===== config.mk =====
export PLATFORM = sky130hd
export DESIGN_NAME = ivm_input_voltage_limit_monitor
export DESIGN_NICKNAME = d
export VERILOG_FILES = /design/src/include/ivm_pkg.sv /design/src/ivm_input_voltage_limit_monitor.sv /design/src/ivm_lin_cmp.sv /design/src/ivm_strap.sv
export SDC_FILE = /design/constraint.sdc
export NUM_CORES = 1
export LEC_CHECK = 0
export ABC_AREA = 1
export BUFFER_PORTS_ARGS = -buffer_cell sky130_fd_sc_hd__buf_2
export CAP_MARGIN = 20
export CORE_ASPECT_RATIO = 1.2
export CORE_MARGIN = 3
export CORE_UTILIZATION = 65
export CTS_CLUSTER_DIAMETER = 120
export DETAILED_ROUTE_END_ITERATION = 8
export HOLD_SLACK_MARGIN = 0.08
export PLACE_DENSITY = 0.92
export SETUP_SLACK_MARGIN = 0.05
export SYNTH_ARGS = -nofsm -noshare
export SYNTH_HDL_FRONTEND = slang
export SYNTH_HIERARCHICAL = 1
export SYNTH_SLANG_ARGS = --single-unit

===== constraint.sdc =====
create_clock -name CLK_SYS -period 2.85 [get_ports CLK_SYS]
set_input_delay 0.285 -clock CLK_SYS [delete_from_list [all_inputs] [get_ports CLK_SYS]]
set_output_delay 0.285 -clock CLK_SYS [all_outputs]
set_load 0.05 [all_outputs]

===== src/include/ivm_pkg.sv =====
package ivm_pkg;

	// ************************************************
	// Threshold word layout
	// ************************************************
	localparam int LIN_EXP_MSB = 15;
	localparam int LIN_EXP_LSB = 11;
	localparam int LIN_MAN_MSB = 10;
	localparam int LIN_FIX_W   = 48;
	localparam logic [5:0] LIN_FRAC_SHIFT = 6'h10;

	// ************************************************
	// Command codes and values
	// ************************************************
	localparam logic [7:0]  CMD_OV_WARN   = 8'h57;
	localparam logic [7:0]  CMD_UV_WARN   = 8'h58;
	localparam logic [7:0]  CMD_UV_FAULT  = 8'h59;
	localparam logic [15:0] OV_WARN_RESET = 16'hd360;
	localparam logic [15:0] LIN_MAX_VALUE = 16'h0013;
	localparam logic [15:0] LIN_ZERO      = 16'h0000;
	localparam logic [21:0] WARN_NUM      = 22'h00000b;
	localparam logic [21:0] WARN_DEN      = 22'h00000a;
	localparam logic [1:0]  RST_SYNC_INIT = 2'h0;

	// ************************************************
	// Types
	// ************************************************
	typedef enum logic [1:0] {
		ST_LOAD = 2'b01,
		ST_RUN  = 2'b10
	} ivm_fsm_t;

	typedef struct packed {
		logic [7:0]  code;
		logic [15:0] data;
		logic        wr;
		logic        rd;
	} ivm_cmd_t;

	typedef struct packed {
		logic ov_warn;
		logic uv_warn;
		logic uv_fault;
		logic other;
		logic input_sum;
	} ivm_status_t;

	typedef struct packed {
		ivm_fsm_t    fsm;
		logic [15:0] ov_lim;
		logic [15:0] uvw_lim;
		logic [15:0] uvf_lim;
		ivm_status_t status;
		logic        uv_active;
		logic        notify;
		logic [15:0] rd_data;
		logic        rd_valid;
		logic        rd_err;
		logic        wr_refused;
	} ivm_state_t;

	localparam ivm_state_t STATE_RESET = '{
		fsm:        ST_LOAD,
		ov_lim:     OV_WARN_RESET,
		uvw_lim:    16'h0000,
		uvf_lim:    16'h0000,
		status:     5'h00,
		uv_active:  1'b0,
		notify:     1'b0,
		rd_data:    16'h0000,
		rd_valid:   1'b0,
		rd_err:     1'b0,
		wr_refused: 1'b0
	};

endpackage : ivm_pkg


===== src/ivm_input_voltage_limit_monitor.sv =====
`timescale 1ns/1ps
module ivm_input_voltage_limit_monitor
#(
	parameter logic [7:0] CLEAR_CMD = 8'h03
)
(
	input  wire logic                 CLK_SYS,
	input  wire logic                 RESETN,
	input  wire logic                 CE,
	input  wire ivm_pkg::ivm_cmd_t    CMD,
	input  wire logic                 WRITE_PROTECT,
	input  wire logic [15:0]          VIN,
	input  wire logic [1:0]           UNDERVOLTAGE_LOCKOUT_STRAP_STRAP,
	output logic      [15:0]          RD_DATA,
	output logic                      RD_VALID,
	output logic                      RD_ERR,
	output logic                      WR_REFUSED,
	output ivm_pkg::ivm_status_t      STATUS,
	output logic                      UV_FAULT_ACTIVE,
	output logic                      HOST_NOTIFY
);
	import ivm_pkg::*;

	// ************************************************
	// Declarations
	// ************************************************
	localparam int NCMP = 5;

	ivm_state_t  st;
	ivm_state_t  next_st;
	logic [1:0]  rst_pipe;
	logic        rst_n_s;
	logic [15:0] cmp_a [NCMP];
	logic [15:0] cmp_b [NCMP];
	logic        cmp_gt [NCMP];
	logic        cmp_lt [NCMP];
	logic [15:0] fault_def;
	logic [15:0] warn_def;
	logic        clr;
	logic        lim_code;
	logic        in_range;
	logic        ev_ov;
	logic        ev_uvw;
	logic        uvf_lo;
	logic        uvw_hi;
	logic        uv_next;

	// ************************************************
	// Reset release
	// ************************************************
	always_ff @(posedge CLK_SYS or negedge RESETN)
	begin
		if (!RESETN)
		begin
			rst_pipe <= RST_SYNC_INIT;
		end
		else if (CE)
		begin
			rst_pipe <= {rst_pipe[0], 1'b1};
		end
	end

	assign rst_n_s = rst_pipe[1];

	// ************************************************
	// Comparators
	// ************************************************
	always_comb
	begin
		cmp_a[0] = VIN;
		cmp_b[0] = st.ov_lim;
		cmp_a[1] = VIN;
		cmp_b[1] = st.uvw_lim;
		cmp_a[2] = VIN;
		cmp_b[2] = st.uvf_lim;
		cmp_a[3] = CMD.data;
		cmp_b[3] = LIN_MAX_VALUE;
		cmp_a[4] = CMD.data;
		cmp_b[4] = LIN_ZERO;
	end

	for (genvar i = 0; i < NCMP; i++)
	begin : g_cmp
		ivm_lin_cmp u_cmp
		(
			.a  (cmp_a[i]),
			.b  (cmp_b[i]),
			.gt (cmp_gt[i]),
			.lt (cmp_lt[i])
		);
	end

	ivm_strap u_strap
	(
		.strap     (UNDERVOLTAGE_LOCKOUT_STRAP_STRAP),
		.fault_def (fault_def),
		.warn_def  (warn_def)
	);

	// ************************************************
	// Decode and events
	// ************************************************
	always_comb
	begin
		clr      = CMD.wr && (CMD.code == CLEAR_CMD);
		lim_code = (CMD.code == CMD_OV_WARN) || (CMD.code == CMD_UV_WARN)
			|| (CMD.code == CMD_UV_FAULT);
		in_range = !cmp_gt[3] && !cmp_lt[4];
		ev_ov    = (st.fsm == ST_RUN) && cmp_gt[0];
		ev_uvw   = (st.fsm == ST_RUN) && cmp_lt[1];
		uvf_lo   = (st.fsm == ST_RUN) && cmp_lt[2];
		uvw_hi   = cmp_gt[1];
		if (uvf_lo)
		begin
			uv_next = 1'b1;
		end
		else if (uvw_hi)
		begin
			uv_next = 1'b0;
		end
		else
		begin
			uv_next = st.uv_active;
		end
	end

	// ************************************************
	// Next state
	// ************************************************
	always_comb
	begin
		next_st            = st;
		next_st.rd_valid   = 1'b0;
		next_st.rd_err     = 1'b0;
		next_st.wr_refused = 1'b0;
		case (st.fsm)
			ST_LOAD:
			begin
				next_st.ov_lim  = OV_WARN_RESET;
				next_st.uvw_lim = warn_def;
				next_st.uvf_lim = fault_def;
				next_st.fsm     = ST_RUN;
			end
			ST_RUN:
			begin
				if (CMD.wr && !clr)
				begin
					if (!lim_code || WRITE_PROTECT || !in_range)
					begin
						next_st.wr_refused = 1'b1;
					end
					else
					begin
						case (CMD.code)
							CMD_OV_WARN:  next_st.ov_lim = CMD.data;
							CMD_UV_WARN:  next_st.uvw_lim = CMD.data;
							CMD_UV_FAULT: next_st.uvf_lim = CMD.data;
							default:      next_st.wr_refused = 1'b1;
						endcase
					end
				end
				if (CMD.rd)
				begin
					next_st.rd_valid = 1'b1;
					case (CMD.code)
						CMD_OV_WARN:  next_st.rd_data = st.ov_lim;
						CMD_UV_WARN:  next_st.rd_data = st.uvw_lim;
						CMD_UV_FAULT: next_st.rd_data = st.uvf_lim;
						default:
						begin
							next_st.rd_valid = 1'b0;
							next_st.rd_err   = 1'b1;
						end
					endcase
				end
				next_st.uv_active = uv_next;
				next_st.status.ov_warn   = (st.status.ov_warn && !clr) || ev_ov;
				next_st.status.uv_warn   = (st.status.uv_warn && !clr) || ev_uvw;
				next_st.status.uv_fault  = (st.status.uv_fault && !clr) || uv_next;
				next_st.status.other     = (st.status.other && !clr) || ev_ov || ev_uvw
					|| uv_next;
				next_st.status.input_sum = (st.status.input_sum && !clr) || ev_ov || ev_uvw
					|| uv_next;
				next_st.notify           = (st.notify && !clr) || ev_ov || ev_uvw || uv_next;
			end
			default:
			begin
				next_st.fsm = ST_LOAD;
			end
		endcase
	end

	always_ff @(posedge CLK_SYS or negedge rst_n_s)
	begin
		if (!rst_n_s)
		begin
			st <= STATE_RESET;
		end
		else if (CE)
		begin
			st <= next_st;
		end
	end

	// ************************************************
	// Outputs
	// ************************************************
	assign RD_DATA         = st.rd_data;
	assign RD_VALID        = st.rd_valid;
	assign RD_ERR          = st.rd_err;
	assign WR_REFUSED      = st.wr_refused;
	assign STATUS          = st.status;
	assign UV_FAULT_ACTIVE = st.uv_active;
	assign HOST_NOTIFY     = st.notify;
endmodule : ivm_input_voltage_limit_monitor


===== src/ivm_lin_cmp.sv =====
`timescale 1ns/1ps
module ivm_lin_cmp
(
	input  wire logic [15:0] a,
	input  wire logic [15:0] b,
	output logic             gt,
	output logic             lt
);
	import ivm_pkg::*;

	// ************************************************
	// Word to fixed point
	// ************************************************
	// Mantissa times power of two
	function automatic logic signed [LIN_FIX_W-1:0] to_fix(input logic [15:0] w);
		logic [5:0]                  sh;
		logic signed [LIN_FIX_W-1:0] man;
		sh  = 6'({w[LIN_EXP_MSB], w[LIN_EXP_MSB:LIN_EXP_LSB]}) + LIN_FRAC_SHIFT;
		man = {{(LIN_FIX_W-LIN_MAN_MSB-1){w[LIN_MAN_MSB]}}, w[LIN_MAN_MSB:0]};
		return man <<< sh;
	endfunction : to_fix

	always_comb
	begin
		gt = to_fix(a) > to_fix(b);
		lt = to_fix(a) < to_fix(b);
	end

endmodule : ivm_lin_cmp


===== src/ivm_strap.sv =====
`timescale 1ns/1ps
module ivm_strap
#(
	parameter logic [4:0]  UNDERVOLTAGE_LOCKOUT_STRAP_EXP  = 5'h1c,
	parameter logic [43:0] UNDERVOLTAGE_LOCKOUT_STRAP_MANT = {11'h080, 11'h070, 11'h060, 11'h048}
)
(
	input  wire logic [1:0]  strap,
	output logic      [15:0] fault_def,
	output logic      [15:0] warn_def
);
	import ivm_pkg::*;

	logic [10:0] mant;
	logic [21:0] prod;

	// ************************************************
	// Strap defaults
	// ************************************************
	always_comb
	begin
		mant = UNDERVOLTAGE_LOCKOUT_STRAP_MANT[11*strap +: 11];
		prod = (22'(mant) * WARN_NUM) / WARN_DEN;
		fault_def = {UNDERVOLTAGE_LOCKOUT_STRAP_EXP, mant};
		warn_def = {UNDERVOLTAGE_LOCKOUT_STRAP_EXP, prod[10:0]};
	end

endmodule : ivm_strap


==> impl_metrics.toml, run 1 <==
[outcome]
outcome = "stopped before the end"
failed_stage = "global routing"
first-error = "[ERROR GRT-0116] Global routing finished with congestion. Check the congestion regions in the DRC Viewer."

[floorplanning]
start_util_pct = 66.8
fp-row-count = 67
boundaryPins = 74
die_h_um = 193
die_w_um = 162

[synthesis]
synth_cells = 3350
yosysWarnings = 6
syn-mean-instance-area_um2 = 5.65
synth_area_um2 = 18900

[global_routing]
track_usage_pct = 57.3
grt_pass1_vias = 28800
grt_start_max_net_pins = 45
grt_pass1_wl_um = 144000
overflow = 11

[cts]
root_buffer = "clkbuf_16"
cts_buffers = 9
clock-sinks = 78
htreeDepth = 3
clock_path_buffers = 2

[placement]
gp_congestion = 1.06
portBuffers = 73
hpwl_um = 52200
[through the flow]
stage	TNS [ps]	cells	cell area, µm²	setup WS (ps)	utilization, %
after CTS	-16890	4132	23500	-631	83.1
after detailed placement	-46920	4081	22200	-945	78.2
after global placement	-37500	4081	22200	-730	78.2
after floorplan	-3250	3435	19300	-118	-
[repair_timing]
item	4_1_cts
gates cloned	7
hold buffers	1
gates resized for setup	228
setup endpoints to repair	56
endpoints found under the hold margin	2
setup buffers	28
pin swaps	118
[layer usage]
| layer | GRT usage [%] | GRT overflow |
|---|---|---|
| met3 | 36.0 | 0 |
| met2 | 80.8 | 6 |
| met4 | 60.0 | 5 |
| met5 | 15.6 | 0 |
| met1 | 53.5 | 0 |
==> run 2: changes to the inputs <==
--- a/config.mk
+++ b/config.mk
@@ -8,14 +8,10 @@
 export ABC_AREA = 1
 export BUFFER_PORTS_ARGS = -buffer_cell sky130_fd_sc_hd__buf_2
 export CAP_MARGIN = 20
-export CORE_ASPECT_RATIO = 1.2
 export CORE_MARGIN = 3
-export CORE_UTILIZATION = 65
-export CTS_CLUSTER_DIAMETER = 120
+export CORE_UTILIZATION = 40
 export DETAILED_ROUTE_END_ITERATION = 8
-export HOLD_SLACK_MARGIN = 0.08
-export PLACE_DENSITY = 0.92
-export SETUP_SLACK_MARGIN = 0.05
+export PLACE_DENSITY_LB_ADDON = 0.15
 export SYNTH_ARGS = -nofsm -noshare
 export SYNTH_HDL_FRONTEND = slang
 export SYNTH_HIERARCHICAL = 1
==> run 2 against run 1 <==
  * Area after synthesis stayed put
  * Synthesized cell count stayed put
  * The flow now finishes, with violations (negative setup slack)
==> impl_metrics.toml, run 2 <==
[setup_path]
cp.buffers_inverters = 3
r2r_cells = 23
cp-endpoint = "STATUS[0]$_DFFE_PN0P_"
cp-startpoint = "cmp_b[43]$_DFFE_PN0P_"
cp.depth = 23
cp.required_ps = 3070
crit_path_frequent_cell = "nand2_2"
path_class = "register to register"
startpoint_type = "register"
critPathMaxStageDelay_ps = 490
r2r_start = "cmp_b[43]$_DFFE_PN0P_"
r2r-end = "STATUS[0]$_DFFE_PN0P_"
crit_path_end_kind = "register"
rrSetupSlack_ps = -510
slowest_stage = "dfrtp_2"
crit_family = "simple AND/OR/NAND/NOR gates"
cp.arrival_ps = 3580
cp_max_fo = 5
path_cells = "buf_4 > nand2_1 > o21ai_2 > nand2_1 > o21ai_2 > o21ai_2 > inv_2 > nand2_2 > o21ai_2 > o21ai_1 > inv_1 > ha_4 > nand4_1 > nor2_4 > nand2_2 > nor3_2 > nand2_2 > nand4_1 > nand2_2 > nand2_2 > o21ai_4 > o31ai_4 > nand2_1"

[sta]
finalClockSkew_ps = 7.40
rsz0062_at_grt = "true"
fmax_mhz = 298
setup_viol = 56
slew_headroom_pct = 45.7
fin_crit_sh_pct = 118
drv_slew = 0
period_minus_slack_ps = 3360
setup_slack_ps = -511
whs_ps = 167
finalHoldViolCount = 0
worstMarginPinSlew_ps = 814

[finish]
fin_area_um2 = 25000
most-common-layout-cells = "nand2_1 (1064), buf_4 (482), inv_1 (229), nor2_1 (225), o21ai_1 (221)"
fin_util_pct = 53.5
nets = 4110
largest_reg_flops = 48
drive_gt1_share_pct = 28.1
syn2layout_area_growth_pct = 31.9
fillCellCount = 4749
final_common_cell = "nand2_1"
stdcell_count = 4456

[power]
p_per_area_nw_per_um2 = 812
finalPower_mw = 20.3
p_leak_nw = 12.7
ir_worst_vdd_mv = 0.371

[global_routing]
overflow = 0
grt_pass1_vias = 21700
grt_start_max_net_pins = 62
antenna_found_initial = 1
grt_pass1_wl_um = 105000
track_usage_pct = 24.9

[route]
drc = 0
postRouteAntennaNets = 0
viasPerCell = 5.15
first_pass_iters = 6
routed-via-count = 23000
wl_per_cell_um = 14.4
drt_iter0_markers = 1400
totalWireLength_um = 64200

[synthesis]
synth_area_um2 = 18900
synth_cells = 3350
syn-mean-instance-area_um2 = 5.65
yosysWarnings = 6

[placement]
dpl-instance-area_um2 = 23100
dp_cells = 4395
hpwl_um = 52800
gp_congestion = 0.935
portBuffers = 73

[floorplanning]
dieArea_um2 = 49900
design.core.area_um2 = 46700
fp-row-count = 79
start_util_pct = 40.6
die_w_um = 223
die_h_um = 223
boundaryPins = 74

[cts]
insertion_delay_ps = 340
clkTransAtPathRegs_ps = 60
cts_buffers = 9
htreeDepth = 3
cts_tree = "built"
clock_path_buffers = 2
root_buffer = "clkbuf_16"
clock-sinks = 78

[job]
maxCapViolations = 0

[min_path]
hold_class = "primary input to register"

[outcome]
outcome = "finished with violations"
violations = "negative setup slack"
==> run 2: worst min-delay path by stage <==
stage	from	to	slack [ps]	cells past startpoint
after detailed placement	RESETN	rst_pipe[0]$_DFFE_PN0P_	70	1
final	CE	st[74]$_DFFE_PN1P_	170	2
after global routing	CE	st[74]$_DFFE_PN1P_	200	2
after global placement	RESETN	rst_pipe[0]$_DFFE_PN0P_	70	1
after floorplan	RESETN	rst_pipe[0]$_DFFE_PN0P_	-10	0
after CTS	CE	st[74]$_DFFE_PN1P_	160	2
==> run 2: report_power, final <==
| group | leakage, nW | total (mW) | internal (mW) | switching, mW |
|---|---|---|---|---|
| clock | 0.136 | 1.14 | 0.681 | 0.464 |
| combinational | 11.6 | 17.1 | 7.37 | 9.72 |
| sequential | 0.955 | 2.03 | 1.55 | 0.482 |
| total | 12.7 | 20.3 | 9.60 | 10.7 |
==> run 2: layer usage <==
metal	part of all wire, %	global-route usage (%)	vias to the layer above	wire (µm)
li1	-	-	11900	-
met1	45	32.6	10400	29000
met2	48	43.9	554	30700
met3	3.7	1.41	102	2390
met4	3.4	8.21	0	2180
met5	0	0	-	0
==> run 2: layout make-up <==
type                       count  area, µm²  area share, %
tap                          607        759           3.04
multi-input combinational   2885      16200           65.1
timing repair buffer         598       4650           18.6
clock inverter                 5       58.8          0.236
antenna                        1       2.50         0.0100
sequential                    78       1970           7.89
inverter                     271       1050           4.22
clock buffer                  11        233          0.932
==> run 2: timing repair <==
item,in CTS,in global routing
pin swaps,126,92
gates cloned,6,0
endpoints found under the hold margin,2,0
hold buffers,1,0
gates resized for setup,251,134
buffers inserted,32,9
endpoints found under the setup margin,56,56
==> run 2: per-stage QoR <==
step	setup WS [ps]	setup TNS, ps
after floorplan	-118	-3250
after global placement	-964	-49190
after detailed placement	-1050	-53810
after CTS	-466	-18410
after global routing	-705	-31810
final	-511	-17660
(Power assumes the default switching activity.)
==> run 3: changes to the inputs <==
--- a/config.mk
+++ b/config.mk
@@ -11,7 +11,7 @@
 export CORE_MARGIN = 3
 export CORE_UTILIZATION = 40
 export DETAILED_ROUTE_END_ITERATION = 8
-export PLACE_DENSITY_LB_ADDON = 0.15
+export PLACE_DENSITY = 0.67
 export SYNTH_ARGS = -nofsm -noshare
 export SYNTH_HDL_FRONTEND = slang
 export SYNTH_HIERARCHICAL = 1
==> run 3 against run 2 <==
  * The flow still finishes with violations (negative setup slack)
  * Flip-flop and latch count stayed put
  * Die area stayed put
  * Non-clock buffer count is 75 lower
  * Worst hold slack hardly changed
  * Global-route usage is 1.5 points lower
  * Clock power is 11% higher
  * Via count is 1.8% lower
==> impl_metrics.toml, run 3 (synthesis results as in run 2) <==
[route]
totalWireLength_um = 61500
drt_iter0_markers = 1808
first_pass_iters = 6
routed-via-count = 22500
wl_per_cell_um = 14.0
postRouteAntennaNets = 0
viasPerCell = 5.15
drc = 0

[finish]
largest_reg_flops = 48
multi_input_area_um2 = 16200
nets = 4034
fillCellCount = 4721
seq_area_um2 = 1970
most-common-layout-cells = "nand2_1 (1077), buf_4 (410), nor2_1 (227), inv_1 (223), o21ai_1 (216)"
syn2layout_area_growth_pct = 29.2
stdcell_count = 4379
final_common_cell = "nand2_1"
drive_gt1_share_pct = 26.4
antennaDiodeCount = 0

[sta]
rsz0062_at_grt = "true"
setup_slack_ps = -506
slew_headroom_pct = 41.3
finalClockSkew_ps = 8.45
worstMarginPinSlew_ps = 879
finalHoldViolCount = 0
period_minus_slack_ps = 3360
fmax_mhz = 298
setup_viol = 56
drv_slew = 0
fin_crit_sh_pct = 118

[power]
p_int_mw = 8.99
p_leak_nw = 12.4
pwr-share-clk_pct = 6.5
seq_power_share_pct = 10.6
p_sw_mw = 10.4
p_per_area_nw_per_um2 = 795
swShare_pct = 53.7
ir_worst_vdd_mv = 0.408
finalPower_mw = 19.4
power_frac_comb_pct = 82.9

[cts]
clkTransAtPathRegs_ps = 60
root_buffer = "clkbuf_16"
cts_tree = "built"
insertion_delay_ps = 340
cts_buffers = 9
clock-sinks = 78
htreeDepth = 3
clock_path_buffers = 2

[floorplanning]
fp-row-count = 79
design.core.area_um2 = 46700
boundaryPins = 74
die_h_um = 223
dieArea_um2 = 49900
die_w_um = 223
start_util_pct = 40.6

[placement]
portBuffers = 73
gp_congestion = 0.946
dp_cells = 4327
hpwl_um = 48500

[setup_path]
startpoint_type = "register"
cp.arrival_ps = 3580
path_class = "register to register"
cp.required_ps = 3070
crit_path_end_kind = "register"
cp_max_fo = 6

[outcome]
outcome = "finished with violations"
violations = "negative setup slack"

[global_routing]
top_usage_layer = "met2"
use_met2_pct = 40.1
met1_usage_pct = 32.0
antenna_found_initial = 2
grtUsageMet3_pct = 1.29
overflow = 0
grt_pass1_vias = 20600
grt_pass1_wl_um = 99200
grt_start_max_net_pins = 54
track_usage_pct = 23.4

[job]
maxCapViolations = 0

[min_path]
hold_class = "primary input to register"
## run 3: cell types whose count changed in the layout (fill, tap and decap cells not counted), moves of 7 or more
cell,before,now
nand3_1,165,155
nand2_1,1064,1077
nand3_2,21,29
buf_4,482,410
nand2_2,117,98
a21oi_2,18,11
a21oi_1,140,147
buf_6,21,14
## run 3: layout make-up
class	instances	share of cell area, %
Multi-Input combinational cell	2884	66.3
Timing Repair Buffer	523	16.9
Sequential cell	78	8.06
Inverter	271	4.35
Tap cell	607	3.11
Clock buffer	10	0.937
Clock inverter	6	0.389
## run 3: metal layers
layer / part of all wire (%) / vias up
met5: 0 / -
met2: 46 / 676
met1: 46 / 9957
li1: - / 11800
met3: 5.0 / 141
met4: 3.2 / 0
## run 3: final timing paths
| path | from | to | slack [ps] | cells after the start |
|---|---|---|---|---|
| worst max-delay path | cmp_b[59]$_DFFE_PN0P_ | HOST_NOTIFY$_DFFE_PN0P_ | -510 | 24 |
| max in group asynchronous | rst_pipe[1]$_DFFE_PN0P_ | cmp_b[78]$_DFFE_PN1P_ | 1580 | 1 |
| worst min register to register | rst_pipe[1]$_DFFE_PN0P_ | STATUS[0]$_DFFE_PN0P_ | 380 | 0 |
| worst min-delay path | CE | st[74]$_DFFE_PN1P_ | 170 | 2 |
| worst max register to register | cmp_b[59]$_DFFE_PN0P_ | HOST_NOTIFY$_DFFE_PN0P_ | -510 | 24 |
| min in group asynchronous | RESETN | rst_pipe[1]$_DFFE_PN0P_ | 260 | 2 |
## run 3: worst max-delay path, cell delays in order (launching register included)
cell     delay, ps
dfrtp_2        490
buf_6          170
nand2_1         70
o21ai_2         70
nand2_1         80
o21ai_2         70
o21ai_1        160
nand2_1         60
o21ai_1         80
buf_4          140
nand2_1         50
nand2_1         70
inv_2           50
ha_4           260
nand4_1        160
nor2_4         160
nand2_2         60
nor3_2         190
nand2_1         90
nand4_1         90
nand2_2        100
nor2_4         120
o21ai_4         80
o31ai_4        280
nand2_1         90
## run 3: timing repair
action / in CTS / in global routing
cloned: 5 / 1
setup endpoints to repair: 56 / 56
hold endpoints to repair: 2 / 0
hold buffers: 1 / 0
pin swaps: 108 / 92
setup buffers: 24 / 7
gates resized for setup: 214 / 165
## run 3: power groups by stage
stage,registers [mW],clock network [mW],logic [mW]
2_1_floorplan,1.95,0,9.11
3_3_place_gp,2.03,0,13.4
3_5_place_dp,2.04,0,13.6
4_1_cts,2.01,1.26,14.8
5_1_grt,2.10,1.31,17.9
6_report,2.05,1.26,16.1
## run 3: metrics by stage
step / utilization, % / instance area, µm² / TNS [ps] / hold WS [ps] / setup WS, ps
after floorplan: - / 19300 / -3250 / -10.6 / -118
after detailed placement: 48.4 / 22600 / -45440 / 71.0 / -936
after global routing: 52.4 / 24400 / -28570 / 196 / -710
after CTS: 51.0 / 23800 / -9890 / 170 / -500
after global placement: 48.4 / 22600 / -43660 / 71.6 / -877
final: 52.4 / 24400 / -14190 / 167 / -506
==> run 4: changes to the inputs <==
--- a/config.mk
+++ b/config.mk
@@ -5,7 +5,6 @@
 export SDC_FILE = /design/constraint.sdc
 export NUM_CORES = 1
 export LEC_CHECK = 0
-export ABC_AREA = 1
 export BUFFER_PORTS_ARGS = -buffer_cell sky130_fd_sc_hd__buf_2
 export CAP_MARGIN = 20
 export CORE_MARGIN = 3
@@ -16,3 +15,4 @@
 export SYNTH_HDL_FRONTEND = slang
 export SYNTH_HIERARCHICAL = 1
 export SYNTH_SLANG_ARGS = --single-unit
+export TNS_END_PERCENT = 30
==> run 4 against run 3 <==
  * The flow still finishes with violations (negative setup slack)
  * Critical path type is now primary input to register
  * Area after synthesis down 3.0%
  * Power down 24%
  * Routed wire length up 3.5%
==> impl_metrics.toml, run 4 <==
[setup_path]
startpoint_type = "primary input"
cp.arrival_ps = 4310
crit_path_frequent_cell = "o21ai_1"
cp.required_ps = 3120
crit_path_end_kind = "register"
cp_max_fo = 12
path_class = "primary input to register"
rrSetupSlack_ps = -1040
critPathMaxStageDelay_ps = 540
crit_family = "simple AND/OR/NAND/NOR gates"
r2r_start = "cmp_b[59]$_DFFE_PN0P_"
path_cells = "buf_12 > buf_8 > mux2_2 > mux2i_2 > o21ai_1 > mux2i_1 > o21ai_0 > ha_1 > a21oi_1 > o21ai_1 > a221oi_1 > o21ai_1 > nor4b_4 > mux2i_1 > or3_4 > or4b_4 > buf_6 > o32a_1"
slowest_stage = "or4b_4"
cp-startpoint = "CMD[13]"
cp.buffers_inverters = 3

[route]
routed-via-count = 20400
totalWireLength_um = 63600
drt_iter0_markers = 1702
postRouteAntennaNets = 0
drc = 0
wl_per_cell_um = 18.1
viasPerCell = 5.78
first_pass_iters = 8

[finish]
syn2layout_area_growth_pct = 31.9
drive_gt1_share_pct = 33.5
largest_reg_flops = 48
antennaDiodeCount = 0
nets = 3194
most-common-layout-cells = "buf_4 (479), nand2_1 (272), ha_1 (214), o21ai_0 (206), nor2_1 (172)"
stdcell_count = 3524
final_common_cell = "buf_4"

[synthesis]
synth_area_um2 = 18300
syn-mean-instance-area_um2 = 7.54
synth_cells = 2432
yosysWarnings = 6

[power]
ir_worst_vdd_mv = 0.395
p_leak_nw = 10.6
p_per_area_nw_per_um2 = 611
finalPower_mw = 14.8

[sta]
period_minus_slack_ps = 4040
setup_viol = 56
finalClockSkew_ps = 12.9
fin_crit_sh_pct = 142
finalHoldViolCount = 0
worstMarginPinSlew_ps = 579
rsz0062_at_grt = "true"
slew_headroom_pct = 61.4
drv_slew = 0
fmax_mhz = 248
setup_slack_ps = -1190

[cts]
cts_buffers = 9
cts_tree = "built"
insertion_delay_ps = 350
clock_path_buffers = 2
clkTransAtPathRegs_ps = 60
htreeDepth = 3
root_buffer = "clkbuf_16"
clock-sinks = 78

[floorplanning]
fp-row-count = 77
die_h_um = 220
start_util_pct = 41.0
boundaryPins = 74
die_w_um = 220
dieArea_um2 = 48500
design.core.area_um2 = 44800

[global_routing]
overflow = 0
antenna_found_initial = 0
grt_pass1_vias = 19500
track_usage_pct = 25.0
grt_pass1_wl_um = 99400
grt_start_max_net_pins = 44

[outcome]
violations = "negative setup slack"
outcome = "finished with violations"

[min_path]
hp-start = "CMD[0]"
hold_class = "primary input to register"

[placement]
gp_congestion = 0.964
place_ws_ps = -2030
portBuffers = 73
dp_cells = 3490
hpwl_um = 51400

[job]
maxCapViolations = 0
-- run 4: layer usage --
metal	global-route usage (%)	vias up	part of all wire, %
met4	7.86	0	3.3
li1	-	9908	-
met1	33.1	9614	44
met3	1.92	140	5.1
met5	0	-	0
met2	43.5	723	47
-- run 4: area by class of cell --
type | instances | area [µm²]
fill | 4187 | 20600
multi-input combinational | 2212 | 16600
timing repair buffer | 579 | 4450
sequential | 78 | 1970
tap | 592 | 741
clock buffer | 11 | 243
inverter | 47 | 180
clock inverter | 5 | 42.5
-- run 4: stage by stage --
stage                     TNS (ps)  utilization (%)  hold slack, ps  instance area [µm²]
after floorplan             -53260                -           -10.6                18800
after global placement      -95800             50.3            68.9                22500
after detailed placement   -103730             50.3            73.6                22500
after CTS                   -57080             51.9             186                23300
after global routing        -68960             54.0             209                24200
final                       -61740             54.0             197                24200
-- run 4: worst min-delay path, stage by stage --
cell	delay, ps
buf_2	110
nand2_1	50
o2bb2ai_1	50
-- run 4: path summary, 6_finish.rpt --
| kind | cells after the start | end |
|---|---|---|
| setup / recovery | 18 | cmp_b[76]$_DFFE_PN1P_ |
| hold / removal | 3 | RD_ERR$_DFFE_PN0P_ |
| setup reg to reg | 17 | UV_FAULT_ACTIVE$_DFFE_PN0P_ |
| hold reg to reg | 0 | HOST_NOTIFY$_DFFE_PN0P_ |
| max in group asynchronous | 1 | cmp_b[43]$_DFFE_PN0P_ |
| min in group asynchronous | 2 | rst_pipe[1]$_DFFE_PN0P_ |
-- run 4: repair_timing --
action                                 CTS  global route
hold buffers                             1             0
pin swaps                               25            68
resized for setup                      111           236
gates cloned                             2             1
endpoints found under the hold margin    2             0
setup endpoints to repair               56            56
setup buffers                            6             7
-- run 4: power by group --
part	leakage [nW]	internal (mW)	total (mW)	switching [mW]
Clock	0.142	0.625	1.12	0.491
Combinational	9.53	5.46	11.9	6.48
Sequential	0.948	1.39	1.72	0.334
